File: src/verilog/vcmd_regs.vh
// register map, field layout and codes of the virtual command port
`ifndef VCMD_REGS_VH
`define VCMD_REGS_VH

// byte offsets on the register port
`define OFF_CAPABILITY 12'h0e00
`define OFF_SUBMISSION 12'h0e10
`define OFF_RESPONSE 12'h0e20
`define OFF_IRQ_STATUS 12'h0e30
`define OFF_IRQ_ENABLE 12'h0e38
`define OFF_IRQ_CLEAR 12'h0e40
`define OFF_FEATURE 12'h0e48

// command submission fields
`define CMD_MSB 7
`define CMD_LSB 0
`define ID_MSB 27
`define ID_LSB 8
`define ID_WIDTH 20

// command codes
`define CMD_NULL 8'h00
`define CMD_ALLOC 8'h01
`define CMD_FREE 8'h02

// command response fields
`define RSP_IP_BIT 0
`define SC_MSB 2
`define SC_LSB 1

// status codes
`define SC_OK 2'h0
`define SC_UNDEF 2'h1
`define SC_NO_ID 2'h2

// feature register: bit 0 command support, bit 1 identifier support
`define FEAT_VCS_BIT 0
`define FEAT_PASID_BIT 1
`define FEAT_RESET 2'h3

// interrupt event bits
`define EV_DONE 0
`define EV_ERROR 1
`define EV_DROP 2
`define EV_COUNT 3

// reset values
`define SUB_RESET 64'h0000_0000_0000_0000
`define RSP_RESET 64'h0000_0000_0000_0000
`define RSP_START 64'h0000_0000_0000_0001

`endif

File: src/verilog/id_bitmap_mem.v
// word memory holding the allocation bitmap of identifiers
`timescale 1ns/1ps
`default_nettype none

module id_bitmap_mem #(
   parameter WORD_BITS = 32,
   parameter WORD_COUNT = 8,
   parameter IDX_W = 3
) (
   input wire i_clock,
   input wire i_write_enable,
   input wire [IDX_W-1:0] i_write_address,
   input wire [WORD_BITS-1:0] i_write_data,
   input wire [IDX_W-1:0] i_read_address,
   output reg [WORD_BITS-1:0] o_read_data
);

   reg [WORD_BITS-1:0] words [0:WORD_COUNT-1];

   // no reset on the array; the owner sweeps it clear after reset
   always @(posedge i_clock) begin
      if (i_write_enable) begin
         words[i_write_address] <= i_write_data;
      end
      o_read_data <= words[i_read_address];
   end

endmodule

`default_nettype wire

File: src/verilog/event_irq.v
// sticky event status, enable mask and level interrupt
`timescale 1ns/1ps
`default_nettype none

module event_irq #(
   parameter N = 3
) (
   input wire i_clock,
   input wire i_reset,
   input wire [N-1:0] i_set,
   input wire i_enable_write,
   input wire [N-1:0] i_enable_data,
   input wire i_clear_write,
   input wire [N-1:0] i_clear_data,
   output reg [N-1:0] o_status,
   output reg [N-1:0] o_enable,
   output reg o_irq
);

   wire [N-1:0] clear_bits;

   assign clear_bits = i_clear_write ? i_clear_data : {N{1'b0}};

   // a set arriving with its clear wins, so no event is lost
   always @(posedge i_clock or posedge i_reset) begin
      if (i_reset) begin
         o_status <= {N{1'b0}};
         o_enable <= {N{1'b0}};
         o_irq <= 1'b0;
      end else begin
         o_status <= (o_status & ~clear_bits) | i_set;
         if (i_enable_write) begin
            o_enable <= i_enable_data;
         end
         o_irq <= |(o_status & o_enable); // lags the status by one cycle
      end
   end

endmodule

`default_nettype wire

File: src/verilog/virtual_command_port.v
// virtual command port: capability, submission and response registers
//
// Implementation choice: the plain strobed port.
`timescale 1ns/1ps
`default_nettype none
`include "vcmd_regs.vh"

module virtual_command_port #(
   parameter ALLOC_IMPLEMENTED = 1,
   parameter WORD_BITS = 32,
   parameter WORD_COUNT = 8,
   parameter IDX_W = 3,
   parameter BIT_W = 5
) (
   input wire i_clock,
   input wire i_reset,
   input wire [11:0] i_address,
   input wire [63:0] i_write_data,
   input wire i_write_strobe,
   input wire i_read_strobe,
   output reg [63:0] o_read_data,
   output wire o_irq
);

   // engine states
   localparam [2:0] S_INIT = 3'h0;
   localparam [2:0] S_IDLE = 3'h1;
   localparam [2:0] S_READ = 3'h2;
   localparam [2:0] S_EVAL = 3'h3;

   // cut to the index width on purpose; WORD_COUNT is a power of two
   localparam [31:0] LAST_WORD = WORD_COUNT - 1;
   localparam [IDX_W-1:0] LAST_IDX = LAST_WORD[IDX_W-1:0];
   localparam PAD_W = `ID_WIDTH - IDX_W - BIT_W;

   // lowest clear bit of a bitmap word
   function [BIT_W-1:0] first_zero;
      input [WORD_BITS-1:0] w;
      integer k;
      begin
         first_zero = {BIT_W{1'b0}};
         for (k = WORD_BITS - 1; k >= 0; k = k - 1) begin
            if (!w[k]) begin
               first_zero = k[BIT_W-1:0];
            end
         end
      end
   endfunction

   // write strobe aimed at one register offset
   function wr_hit;
      input strobe;
      input [11:0] addr;
      input [11:0] offset;
      begin
         wr_hit = strobe & (addr == offset);
      end
   endfunction

   // command port registers read as zero without command support
   function [63:0] gate_support;
      input enabled;
      input [63:0] value;
      begin
         gate_support = enabled ? value : 64'h0000_0000_0000_0000;
      end
   endfunction

   // register state
   reg [63:0] submit_q;
   reg [63:0] rsp_q;
   reg [1:0] feature_q;
   reg [2:0] state_q;
   reg [2:0] state_d;
   reg [IDX_W-1:0] idx_q;
   reg [IDX_W-1:0] idx_d;

   // engine outputs
   reg finish;
   reg [1:0] fin_status;
   reg [`ID_WIDTH-1:0] fin_id;
   reg mem_we;
   reg [WORD_BITS-1:0] mem_wdata;

   wire [WORD_BITS-1:0] mem_rdata;
   wire [`EV_COUNT-1:0] irq_status;
   wire [`EV_COUNT-1:0] irq_enable;
   wire [`EV_COUNT-1:0] events;

   // decoded access terms
   wire vcs_on;
   wire pasid_on;
   wire id_alloc_supported;
   wire in_progress;
   wire hit_submit;
   wire hit_feature;
   wire hit_enable;
   wire hit_clear;
   wire [63:0] rsp_final;
   wire accept_cmd;
   wire drop_cmd;
   wire [7:0] cmd_code;
   wire [`ID_WIDTH-1:0] op_id;
   wire [BIT_W-1:0] op_bit;
   wire [IDX_W-1:0] op_idx;
   wire op_in_range;
   wire [BIT_W-1:0] free_bit;
   wire word_full;
   wire [WORD_BITS-1:0] op_mask;

   assign vcs_on = feature_q[`FEAT_VCS_BIT];
   assign pasid_on = feature_q[`FEAT_PASID_BIT];

   // allocation is only advertised where identifiers exist at all
   assign id_alloc_supported = (ALLOC_IMPLEMENTED != 0) & pasid_on;

   assign in_progress = rsp_q[`RSP_IP_BIT];

   // one decode per writable register
   assign hit_submit = wr_hit(i_write_strobe, i_address, `OFF_SUBMISSION);
   assign hit_feature = wr_hit(i_write_strobe, i_address, `OFF_FEATURE);
   assign hit_enable = wr_hit(i_write_strobe, i_address, `OFF_IRQ_ENABLE);
   assign hit_clear = wr_hit(i_write_strobe, i_address, `OFF_IRQ_CLEAR);

   // a write is taken only when supported and nothing is running
   assign accept_cmd = hit_submit & vcs_on & ~in_progress;
   assign drop_cmd = hit_submit & vcs_on & in_progress;

   // fields of the latched command
   assign cmd_code = submit_q[`CMD_MSB:`CMD_LSB];
   assign op_id = submit_q[`ID_MSB:`ID_LSB];
   assign op_bit = op_id[BIT_W-1:0];
   assign op_idx = op_id[BIT_W +: IDX_W];
   assign op_in_range = (op_id >> (IDX_W + BIT_W)) == {`ID_WIDTH{1'b0}};
   assign op_mask = {{(WORD_BITS-1){1'b0}}, 1'b1} << op_bit;

   // bitmap word search
   assign free_bit = first_zero(mem_rdata);
   assign word_full = &mem_rdata;

   // finished response: spare bits zero, in-progress clear
   assign rsp_final = {36'h0_0000_0000, fin_id, 5'h00, fin_status, 1'b0};

   // submission register: stored whole on each accepted write
   always @(posedge i_clock or posedge i_reset) begin
      if (i_reset) begin
         submit_q <= `SUB_RESET;
      end else if (accept_cmd) begin
         submit_q <= i_write_data;
      end
   end

   // feature register; changing it mid-command is not guarded
   always @(posedge i_clock or posedge i_reset) begin
      if (i_reset) begin
         feature_q <= `FEAT_RESET;
      end else if (hit_feature) begin
         feature_q <= i_write_data[1:0];
      end
   end

   // response register: cleared with in-progress set on accept,
   // then written whole in the finishing cycle
   always @(posedge i_clock or posedge i_reset) begin
      if (i_reset) begin
         rsp_q <= `RSP_RESET;
      end else if (accept_cmd) begin
         rsp_q <= `RSP_START;
      end else if (finish) begin
         rsp_q <= rsp_final;
      end
   end

   // engine state and word index
   always @(posedge i_clock or posedge i_reset) begin
      if (i_reset) begin
         state_q <= S_INIT;
         idx_q <= {IDX_W{1'b0}};
      end else begin
         state_q <= state_d;
         idx_q <= idx_d;
      end
   end

   // engine: init sweep, decode, bitmap read and evaluate
   always @* begin
      state_d = state_q;
      idx_d = idx_q;
      finish = 1'b0;
      fin_status = `SC_OK;
      fin_id = {`ID_WIDTH{1'b0}};
      mem_we = 1'b0;
      mem_wdata = {WORD_BITS{1'b0}};
      case (state_q)
         S_INIT: begin
            // every identifier starts free; a command accepted now waits
            mem_we = 1'b1;
            if (idx_q == LAST_IDX) begin
               idx_d = {IDX_W{1'b0}};
               state_d = S_IDLE;
            end else begin
               idx_d = idx_q + 1'b1;
            end
         end
         S_IDLE: begin
            if (in_progress) begin
               if (cmd_code == `CMD_NULL) begin
                  finish = 1'b1;
               end else if (cmd_code == `CMD_ALLOC && id_alloc_supported) begin
                  idx_d = {IDX_W{1'b0}};
                  state_d = S_READ;
               end else if (cmd_code == `CMD_FREE && id_alloc_supported) begin
                  if (op_in_range) begin
                     idx_d = op_idx;
                     state_d = S_READ;
                  end else begin
                     finish = 1'b1;
                     fin_status = `SC_NO_ID;
                  end
               end else begin
                  // reserved codes, or commands not advertised
                  finish = 1'b1;
                  fin_status = `SC_UNDEF;
               end
            end
         end
         S_READ: begin
            // read data registered, ready in the next state
            state_d = S_EVAL;
         end
         S_EVAL: begin
            if (cmd_code == `CMD_ALLOC) begin
               if (!word_full) begin
                  mem_we = 1'b1;
                  mem_wdata = mem_rdata | ({{(WORD_BITS-1){1'b0}}, 1'b1} << free_bit);
                  finish = 1'b1;
                  fin_id = {{PAD_W{1'b0}}, idx_q, free_bit};
                  state_d = S_IDLE;
               end else if (idx_q == LAST_IDX) begin
                  finish = 1'b1;
                  fin_status = `SC_NO_ID;
                  state_d = S_IDLE;
               end else begin
                  // word full: try the next one
                  idx_d = idx_q + 1'b1;
                  state_d = S_READ;
               end
            end else begin
               // free: the identifier must be currently allocated
               finish = 1'b1;
               state_d = S_IDLE;
               if ((mem_rdata & op_mask) != {WORD_BITS{1'b0}}) begin
                  mem_we = 1'b1;
                  mem_wdata = mem_rdata & ~op_mask;
               end else begin
                  fin_status = `SC_NO_ID;
               end
            end
         end
         default: begin
            state_d = S_INIT;
            idx_d = {IDX_W{1'b0}};
         end
      endcase
   end

   // bitmap storage; read and write both use the word index
   id_bitmap_mem #(
      .WORD_BITS(WORD_BITS),
      .WORD_COUNT(WORD_COUNT),
      .IDX_W(IDX_W)
   ) u_bitmap (
      .i_clock(i_clock),
      .i_write_enable(mem_we),
      .i_write_address(idx_q),
      .i_write_data(mem_wdata),
      .i_read_address(idx_q),
      .o_read_data(mem_rdata)
   );

   // events: completion, error completion, dropped submission
   assign events[`EV_DONE] = finish;
   assign events[`EV_ERROR] = finish & (fin_status != `SC_OK);
   assign events[`EV_DROP] = drop_cmd;

   event_irq #(
      .N(`EV_COUNT)
   ) u_irq (
      .i_clock(i_clock),
      .i_reset(i_reset),
      .i_set(events),
      .i_enable_write(hit_enable),
      .i_enable_data(i_write_data[`EV_COUNT-1:0]),
      .i_clear_write(hit_clear),
      .i_clear_data(i_write_data[`EV_COUNT-1:0]),
      .o_status(irq_status),
      .o_enable(irq_enable),
      .o_irq(o_irq)
   );

   // read data one cycle after the strobe, zero otherwise
   always @(posedge i_clock or posedge i_reset) begin
      if (i_reset) begin
         o_read_data <= 64'h0000_0000_0000_0000;
      end else if (!i_read_strobe) begin
         o_read_data <= 64'h0000_0000_0000_0000;
      end else begin
         case (i_address)
            `OFF_CAPABILITY: begin
               o_read_data <= gate_support(vcs_on, {63'h0, id_alloc_supported});
            end
            `OFF_SUBMISSION: begin
               o_read_data <= gate_support(vcs_on, submit_q);
            end
            `OFF_RESPONSE: begin
               o_read_data <= gate_support(vcs_on, rsp_q);
            end
            `OFF_IRQ_STATUS: begin
               o_read_data <= {{(64-`EV_COUNT){1'b0}}, irq_status};
            end
            `OFF_IRQ_ENABLE: begin
               o_read_data <= {{(64-`EV_COUNT){1'b0}}, irq_enable};
            end
            `OFF_FEATURE: begin
               o_read_data <= {62'h0, feature_q};
            end
            default: begin
               // unmapped and write-only offsets read zero
               o_read_data <= 64'h0000_0000_0000_0000;
            end
         endcase
      end
   end

endmodule

`default_nettype wire

File: config.mk
export PLATFORM = sky130hd
export DESIGN_NAME = virtual_command_port
export DESIGN_NICKNAME = d
export VERILOG_FILES = /design/src/verilog/id_bitmap_mem.v /design/src/verilog/event_irq.v /design/src/verilog/virtual_command_port.v
export VERILOG_INCLUDE_DIRS = /design/src /design/src/verilog
export SDC_FILE = /design/constraint.sdc
export NUM_CORES = 1
export LEC_CHECK = 0
export ABC_AREA = 1
export BUFFER_PORTS_ARGS = -buffer_cell sky130_fd_sc_hd__buf_2
export CAP_MARGIN = 20
export CORE_UTILIZATION = 30
export CTS_BUF_LIST = sky130_fd_sc_hd__clkbuf_8
export DETAILED_ROUTE_END_ITERATION = 8
export HOLD_SLACK_MARGIN = 0.15
export PLACE_DENSITY_LB_ADDON = 0.12
export SLEW_MARGIN = 40
export SYNTH_ARGS = -nofsm -noshare
export SYNTH_HDL_FRONTEND = slang
export SYNTH_SLANG_ARGS = --single-unit
File: constraint.sdc
create_clock -name i_clock -period 14.48 [get_ports i_clock]
set_input_delay 3.62 -clock i_clock [delete_from_list [all_inputs] [get_ports i_clock]]
set_output_delay 3.62 -clock i_clock [all_outputs]
set_load 0.01 [all_outputs]
**After elaboration in Yosys (flattened, before gate mapping)**

Memories as Yosys holds them, arrays and structs flattened. A register that Yosys moved wholly into a read port is not among the register bits.
Cells that the tools add are included.

- Register bits after elaboration: 207
- Bits in writable memories: 256
- Input port bits: 80
- Output and inout port bits: 65
- Word-level logic and storage cells: 156
- Memories: 1

- $add $sub $neg: 1
- Equal/unequal tests: 21
- Shift-type cells: 2
- Muxes and demuxes: 92
- Bitwise gates (word level): 18
- Reduce and logical (&&, ||, !) cells: 12

Memory list:

| memory | words | bits a word | read ports | clocked after memory_dff | wr ports | line | source |
|---|---|---|---|---|---|---|---|
| u_bitmap.words | 8 | 32 | 1 | 1 | 1 | id_bitmap_mem.v:18 | `reg [WORD_BITS-1:0] words [0:WORD_COUNT-1];` |

Operator list:

| cell | count |
|---|---|
| $pmux 64 s6 | 1 |
| $mux 64 | 5 |
| $mux 5 | 32 |
| $mux 32 | 4 |
| $eq 12x12->1 const B | 7 |
| $and 32x32->32 | 2 |
| $shl 1x5->32 const A | 2 |
| $mux 3 | 17 |
| $not 32->32 | 1 |
| $or 32x32->32 | 1 |
| $reduce_and 32->1 | 1 |
| $reduce_bool 32->1 | 1 |
| $mux 8 | 3 |
| $pmux 3 s4 | 2 |
| $mux 2 | 11 |
| $logic_not 20->1 | 1 |
| $mux 1 | 14 |
| $ne 2x2->1 const B | 6 |
| $and 1x1->1 | 8 |
| $eq 8x1->1 const B | 1 |
| $eq 8x2->1 const B | 1 |
| $logic_not 8->1 | 1 |
| $reduce_and 8->1 | 1 |
| $and 3x3->3 | 2 |
| 15 further kinds | 21 |

**Longest topological paths before layout**

Gate-level depths: netlist (run 1).

- Depth after elaboration: 37
- Mapped depth: 35
- Gate-level depth less buffers: 35

**By module**

A second synthesis (run 1) with hierarchy kept.

- Cells, all modules: 2231
- Area, all modules: 19842.8 µm²

Modules (own cells, without submodules):

| module | times used | cells each | area each (µm²) |
|---|---|---|---|
| id_bitmap_mem | 1 | 1156 | 11872.6 |
| virtual_command_port | 1 | 1042 | 7692.4 |
| event_irq | 1 | 33 | 277.8 |

**Worst setup path after synthesis (run 1)**

No wires, ideal clock.

- Path type: input-to-reg
- Start point: input i_address[10]
- End point: register submit_q[15]
- Setup time: 66 ps
- Arrival: 5345 ps
- Setup slack: 9069 ps
- Stages on the path: 10
- Path buffers: 2
- Cell sequence: nand2_1 -> nor3b_1 -> nand3_1 -> nor2_1 -> nand3_1 -> nor2_1 -> clkbuf_1 -> buf_1 -> nand2_1 -> nand2_1

- Word-level cells in the longest chain between the ends: 4

Ends and longest elaborated chain:

| item | line | source |
|---|---|---|
| start: declaration | virtual_command_port.v:17 | `input wire [11:0] i_address,` |
| $eq 12x12->1 | -- |  |
| $and 1x1->1 | virtual_command_port.v:56 | `wr_hit = strobe & (addr == offset);` |
| $and 1x1->1 (2 in series) | virtual_command_port.v:126 | `assign accept_cmd = hit_submit & vcs_on & ~in_progress;` |
| end signal: assignment | virtual_command_port.v:147 | `` submit_q <= `SUB_RESET; `` |
| end signal: assignment | virtual_command_port.v:149 | `submit_q <= i_write_data;` |
| end: declaration | virtual_command_port.v:70 | `reg [63:0] submit_q;` |

Every way passes these cells.
A chain may end at the register's enable or synchronous reset.

**Worst setup path after layout (run 1)**

- Start point: input i_address[10]
- End point: register rsp_q[10]

- Word-level cells in the longest chain between the ends: 5
- Elaborated cells between the ends (all ways): 6
- Classes of those cells: eq/ne (1); mux (1); bitwise (3); reduce/logical (1)

Ends and longest elaborated chain:

| item | line | source |
|---|---|---|
| $eq 12x12->1 (*) | -- |  |
| $and 1x1->1 (*) | virtual_command_port.v:56 |  |
| $and 1x1->1 (*) (2 in series) | virtual_command_port.v:126 |  |
| $mux 64 / $reduce_bool 2->1 (equally long branches) | -- |  |
| end signal: assignment | virtual_command_port.v:166 | `` rsp_q <= `RSP_RESET; `` |
| end signal: assignment | virtual_command_port.v:168 | `` rsp_q <= `RSP_START; `` |
| end signal: assignment | virtual_command_port.v:170 | `rsp_q <= rsp_final;` |
| end: declaration | virtual_command_port.v:71 | `reg [63:0] rsp_q;` |

Mark *: on every way between the ends. The rest lies on a longest branch, timed or not.

==> key figures, run 1 <==
Place
  • Post-DP HPWL: 32500 um
  • Dpl cells: between 2k and 3k
  • IO buf count: ~140
  • Setup WS pre-CTS: 8.13 ns
  • Post-DP Area: ~20000 um^2
  • RePlAce Congestion: 0.943

Route
  • DR vias/cell: roughly 5
  • Post-DR wirelength/cell: 19.8 um
  • DRT antenna net count: 0
  • Post-Route WL: around 53000 um
  • Initial drt markers: 895
  • Drt pass-1 iters: 5
  • DRC viols: 0
  • Vias: around 13k

Floorplanning
  • Core area: 58100 um^2
  • Die Ht: 245 um
  • Num rows: 88
  • Die X-Extent: 245 um
  • Die area: 60200 um^2
  • Starting Density: ~31%
  • Ports: 145

Power
  • P_leak: 7.88 nW
  • Design Power: 2.46 mW
  • Sequential share of power: ~54%
  • Sw Pwr: 542 uW
  • Switching part of the total: 22.0%
  • Clock network power share: 45.4%
  • Comb power frac: 1.0%
  • Pwr Density: 117 nW/um^2
  • Max VDD drop: between 0.05 and 0.06 mV
  • Int Power: 1.92 mW

STA
  • Slew headroom: 44.6%
  • Worst Tran Pin Value: 0.824 ns
  • Worst Hold Slack: 0.466 ns
  • Period utilisation layout: 38.7%
  • Final count of pins violating max slew: 0
  • Clk_skew: 0.0453 ns
  • RSZ-0062 raised after global routing: no
  • Setup violators final: 0
  • Minimum clock period: approximately 5.6 ns
  • Worst setup margin: between 8 and 9 ns
  • Fmax: 0.178 GHz
  • Final hold vios: 0
  • TNS Setup: 0 ns

Synthesis
  • Syn_area_per_cell: 10.9 um^2
  • Yosys top cell area share: 43.3%
  • Cell count after synthesis: between 1.5k and 2k
  • Synth warnings: 0
  • Synth Area in Adders: 0.423%
  • Predominant post-synthesis flop cell: edfxtp_1
  • Post-synth EDFFs: 256
  • Top post-synthesis cells by area: edfxtp_1, dfrtp_1, nand2_1, dfxtp_1, o21ai_0
  • Yosys cell types: 42
  • Syn_nets: 1723
  • Simple-Gate Fraction of Synth Area: approximately 17%
  • Synth Area in Compound Gates: about 10%
  • Synthesized area: between 15000 and 20000 um^2
  • Post-synth top area cell: edfxtp_1
  • Sequential fraction of the synthesis area: 68.4%
  • Ys async rst share: 34.7%
  • Largest family of logic cells by synthesized area: simple AND/OR/NAND/NOR gates
  • Synth Area in XOR/XNOR: 0%
  • Synthesis-stage register bit count: roughly 440
  • Mux cell area share after synthesis: 0%

Cells and area
  • Fin area: 21100 um^2
  • Most common cell after layout, fill and taps aside: nand2_1
  • NumNets Final: 1904
  • Commonest cells after routing, fill and taps aside: nand2_1, edfxtp_1, inv_1
  • Fin util: 36.2%
  • Antenna Cells: 0
  • Layout cell share with drive strength beyond 1: 17.3%
  • Layout area overhead: 18.5%
  • Fill cells: 5884
  • Fin cells: 2649

Status
  • Status: complete, no violations

Min path
  • Min-delay worst type: reg2reg

Clock network
  • Clk sinks: about 440
  • Clk slew on worst S/H paths: 0.05 ns
  • CTS tree: yes
  • Hold_buf cts: 0
  • Setup Buffers After CTS: 0
  • H-tree depth: 3
  • Post-CTS resize count: 0
  • Worst-skew pair later-pin latency: 0.69 ns
  • Max clock buf depth: 3
  • Total CTS buffers: 79
  • Root Driver: clkbuf_8

Setup path
  • CP Data Required Time: 15.00 ns
  • Critical path type: in2reg
  • Critical Path Sink Type: flop
  • Max Fanout on Critical Path: 32
  • Worst Path Arrival: 6.13 ns
  • Crit start category: input pin

GRT
  • First-pass GRT wire length: 80400 um
  • Largest net degree at the start of global routing: 94
  • Vias in the first global route: 13.1k
  • Total grt overflow: 0
  • Total GRT Usage: 17.6%
  • Initial antenna violation count: 0

Flow run
  • Max Cap Viol: 0
## cells by family after synthesis
| group | count (synthesis) |
|---|---|
| simple gates | 697 |
| fa+ha+maj | 6 |
| buf+inv | 208 |
| compound gates | 285 |
| flops | 441 |
## registers in the layout, indices dropped and copies added, names as in the netlist
register              count
u_irq.o_status            3
u_irq.o_irq               1
state_q                   2
o_read_data              64
submit_q                 64
u_bitmap.o_read_data     32
idx_q                     3
u_bitmap.words          256
u_irq.o_enable            3
rsp_q                    11
feature_q                 2
## cells in the mapped netlist (3+ instances only)
library cell and number:
dfrtp_1 151, buf_2 8, nor2_2 4, clkbuf_1 63, dfxtp_1 32, nand2_1 396, nand4_1 35, a2111oi_0 3
nand3_1 72, o21ai_0 107, nor4_1 17, a32oi_1 3, o22ai_1 18, a221oi_1 31, edfxtp_1 256, inv_2 3
a22oi_1 51, ha_1 6, inv_1 125, clkinv_1 4, buf_1 5, a21oi_1 47, a31oi_1 13, nor3_1 32
nor2_1 131
## power groups by stage
stage                     registers, mW  clock network, mW  logic [mW]
after floorplan                    1.35                  0     0.00906
after global placement             1.35                  0      0.0270
after detailed placement           1.35                  0      0.0269
after CTS                          1.32               1.15      0.0270
after global routing               1.32               1.21      0.0295
final                              1.32               1.12      0.0257
## layer usage
layer / routed length (um) / track usage (%) / vias to the layer above
li1: - / - / 6082
met1: 24100 / 23.7 / 6390
met2: 24500 / 28.4 / 378
met3: 2430 / 3.21 / 119
met4: 1440 / 6.28 / 0
met5: 0 / 0 / -
## worst max-delay path, stage by stage
cell	delay (ns)
buf_2	0.07
nand2_1	0.04
nor3b_1	0.23
nand3_1	0.16
nor2_1	0.38
nand3_1	0.21
nor2_4	0.11
buf_4	0.29
inv_2	0.25
buf_4	0.32
nand3_1	0.29
o22ai_1	0.12
## area by class of cell
type                    instances  area [um^2]  share of cell area (%)
multi-input cells             988         4940                    23.4
clock inverters                53          241                    1.15
inverters                     132          505                    2.40
well taps                     765          957                    4.55
repair buffers                176          965                    4.58
clock buffers                  94         1290                    6.14
flip-flops and latches        441        12200                    57.7
## worst paths after layout
check                                               startpoint                               to  slack, ns  depth (start not counted)
max in group asynchronous                              i_reset            rsp_q[14]$_DFFE_PP0P_      10.41                          3
worst min-delay path            u_bitmap.words[1][2]$_DFFE_PP_  u_bitmap.o_read_data[2]$_DFF_P_       0.47                          2
worst min register to register  u_bitmap.words[1][2]$_DFFE_PP_  u_bitmap.o_read_data[2]$_DFF_P_       0.47                          2
worst max-delay path                             i_address[10]            rsp_q[10]$_DFFE_PP0P_       8.87                         12
worst max register to register        submit_q[11]$_DFFE_PP0P_  u_bitmap.words[0][15]$_DFFE_PP_      10.25                         10
min in group asynchronous                              i_reset        o_read_data[47]$_DFF_PP0_       3.01                          2
No activity file was read; power rests on OpenSTA's default activity.
==> run 2, diff against run 1 <==
Clock period 14.48 ns to 5.7 ns, I/O delays scaled along.
==> key figures, run 2 (synthesis gave the netlist of run 1 again) <==
Setup path
  • Worst R2R End: u_bitmap.words[0][17]$_DFFE_PP_
  • Register-to-Register Path Depth: 10 (unchanged)
  • Critical Path Sink Type: flop
  • Critical path cell sequence: buf_4 -> inv_1 -> nor2_1 -> a2111oi_0 -> nand4_1 -> nor4_4 -> a21oi_1 -> o21ai_2 -> nor2_4 -> buf_4
  • Critical path type: reg2reg
  • Slowest stage cell on the critical path: a2111oi_0
  • R2r startpoint: submit_q[12]$_DFFE_PP0P_
  • Slowest stage delay, CP: 0.66 ns (+0.28 ns)
  • CP Data Required Time: 6.03 ns (-8.97 ns)
  • Worst reg-to-reg setup slack: 1.48 ns (-8.77 ns)
  • Max Fanout on Critical Path: 25 (-22%)
  • Crit start category: flop
  • Worst path most repeated cell: buf_4
  • Worst Path Arrival: 4.55 ns (-1.58 ns)

Place
  • Post-DP Area: 19500 um^2 (+0.12%)
  • Setup WS pre-CTS: 1.58 ns (-6.55 ns)
  • Post-DP HPWL: 33000 um (+1.6%)
  • Dpl cells: 2506 (+0.16%)
  • RePlAce Congestion: 0.913 (-3.2%)
  • IO buf count: 144 (unchanged)

STA
  • Worst setup margin: 1.48 ns (-7.39 ns)
  • Worst Tran Pin Value: 0.879 ns (+0.0546 ns)
  • Slew headroom: 41.0% (-3.7 points)
  • Setup violators final: 0 (unchanged)
  • Final hold vios: 0 (unchanged)
  • TNS Setup: 0 ns (unchanged)
  • Clk_skew: 0.0259 ns (-0.0194 ns)
  • Final count of pins violating max slew: 0 (unchanged)
  • Minimum clock period: 4.22 ns
  • RSZ-0062 raised after global routing: no
  • Period utilisation layout: 74.0%
  • Fmax: 0.237 GHz

Route
  • Initial drt markers: 880 (-1.7%)
  • Drt pass-1 iters: 5 (unchanged)
  • DRT antenna net count: 0 (unchanged)
  • DRC viols: 0 (unchanged)
  • Post-DR wirelength/cell: 19.8 um (about the same)
  • DR vias/cell: 4.93 (+0.61%)
  • Post-Route WL: 52500 um (about the same)
  • Metal-1 WL: 24200 um (+0.26%)
  • Met2 WL: 24300 um (-0.96%)
  • Highest Signal Layer: met4
  • Vias: 13.0k (+0.61%)
  • Met3 Wirelength: 2480 um (+2.0%)

GRT
  • Total GRT Usage: 17.7% (+0.021 points)
  • Total grt overflow: 0 (unchanged)
  • Largest net degree at the start of global routing: 91 (-3.2%)
  • First-pass GRT wire length: 80300 um (-0.13%)
  • Vias in the first global route: 13.1k (+0.046%)
  • Initial antenna violation count: 2 (+2)

Floorplanning
  • Starting Density: 30.6% (unchanged)
  • Core area: 58100 um^2 (unchanged)
  • Num rows: 88 (unchanged)
  • Ports: 145 (unchanged)
  • Die area: 60200 um^2 (unchanged)
  • Die X-Extent: 245 um (unchanged)
  • Die Ht: 245 um (unchanged)

Power
  • Max VDD drop: 0.153 mV (+200%)
  • P_leak: 7.85 nW (-0.41%)
  • Pwr Density: 300 nW/um^2 (+160%)
  • Design Power: 6.33 mW (+160%)

Cells and area
  • Fill cells: 5870 (-0.24%)
  • NumNets Final: 1907 (+0.16%)
  • Fin area: 21100 um^2 (+0.29%)
  • Layout cell share with drive strength beyond 1: 17.6% (+0.27 points)
  • Commonest cells after routing, fill and taps aside: nand2_1, edfxtp_1, dfrtp_1
  • Biggest register: u_bitmap.words
  • Most common cell after layout, fill and taps aside: nand2_1
  • Layout area overhead: 18.9%
  • Max FFs per register: 256 (unchanged)
  • Fin cells: 2649 (unchanged)
  • Registers with the most flip-flops: u_bitmap.words: 256 flops, o_read_data: 64 flops, submit_q: 64 flops

Min path
  • Hold endpoint: u_bitmap.o_read_data[25]$_DFF_P_
  • HP Start: u_bitmap.words[7][25]$_DFFE_PP_
  • Hold path cells: 2 (unchanged)
  • Min-delay worst type: reg2reg

Clock network
  • CTS tree: yes
  • Max clock buf depth: 3 (unchanged)
  • Clk sinks: 441 (unchanged)
  • Clk slew on worst S/H paths: 0.06 ns (about the same)
  • Setup Buffers After CTS: 0 (unchanged)
  • Worst-skew pair later-pin latency: 0.65 ns (-0.04 ns)
  • Post-CTS resize count: 0 (unchanged)
  • Hold_buf cts: 0 (unchanged)
  • H-tree depth: 3 (unchanged)
  • Total CTS buffers: 78 (-1.3%)
  • Root Driver: clkbuf_8

Flow run
  • Max Cap Viol: 0 (unchanged)

Status
  • Status: complete, no violations
[run 2: cell count changes in the layout (fill, tap and decap cells not counted), sizes merged]
cell | before | now
inv | 166 | 153
clkinv | 16 | 22
buf | 176 | 180
bufinv | 0 | 2
clkbuf | 94 | 96
clkinvlp | 3 | 1
diode | 0 | 1
[run 2: worst max path at each step]
stage,slack (ns),start,to,cells after the start
2_1_floorplan,0.16,i_reset,idx_q[0]$_DFFE_PP0P_,1
3_3_place_gp,1.66,i_address[10],rsp_q[8]$_DFFE_PP0P_,10
3_5_place_dp,1.58,submit_q[12]$_DFFE_PP0P_,u_bitmap.words[0][23]$_DFFE_PP_,10
4_1_cts,1.53,submit_q[12]$_DFFE_PP0P_,u_bitmap.words[0][22]$_DFFE_PP_,10
5_1_grt,1.29,submit_q[12]$_DFFE_PP0P_,u_bitmap.words[0][17]$_DFFE_PP_,10
6_report,1.48,submit_q[12]$_DFFE_PP0P_,u_bitmap.words[0][17]$_DFFE_PP_,10
[run 2: metrics by stage]
stage | util (%) | hold WS (ns)
2_1_floorplan | - | 0.441
3_3_place_gp | 33.6 | 0.454
3_5_place_dp | 33.6 | 0.456
4_1_cts | 36.3 | 0.452
5_1_grt | 36.3 | 0.487
6_report | 36.3 | 0.462
[run 2: final cells by class]
cell class | count | area [um^2] | area share, %
sequential | 441 | 12200 | 57.6
multi-input combinational | 988 | 4930 | 23.4
clock buffer | 96 | 1320 | 6.26
timing repair buffer | 180 | 991 | 4.69
tap | 765 | 957 | 4.53
inverter | 132 | 505 | 2.39
clock inverter | 46 | 249 | 1.18
antenna | 1 | 2.50 | 0.0118
[run 2: metal layers]
layer / track usage, % / up-vias
met2: 28.3 / 373
met1: 23.7 / 6483
met4: 6.69 / 0
met5: 0 / -
met3: 3.25 / 104
li1: - / 6088
[run 2: report_power, final]
part	leakage (nW)	switching [mW]	internal (mW)	total, mW
Clock	0.893	1.30	1.61	2.91
Sequential	4.09	0.000897	3.35	3.35
Combinational	2.86	0.0411	0.0233	0.0644
[run 2: worst max-delay path, delay by kind of cell, from the launching register on]
kind	cells	cell delay [ns]
buffers and inverters	3	1.17
AOI/OAI and AO/OA	3	1.31
and+or+nand+nor	4	1.03
DFF	1	0.35
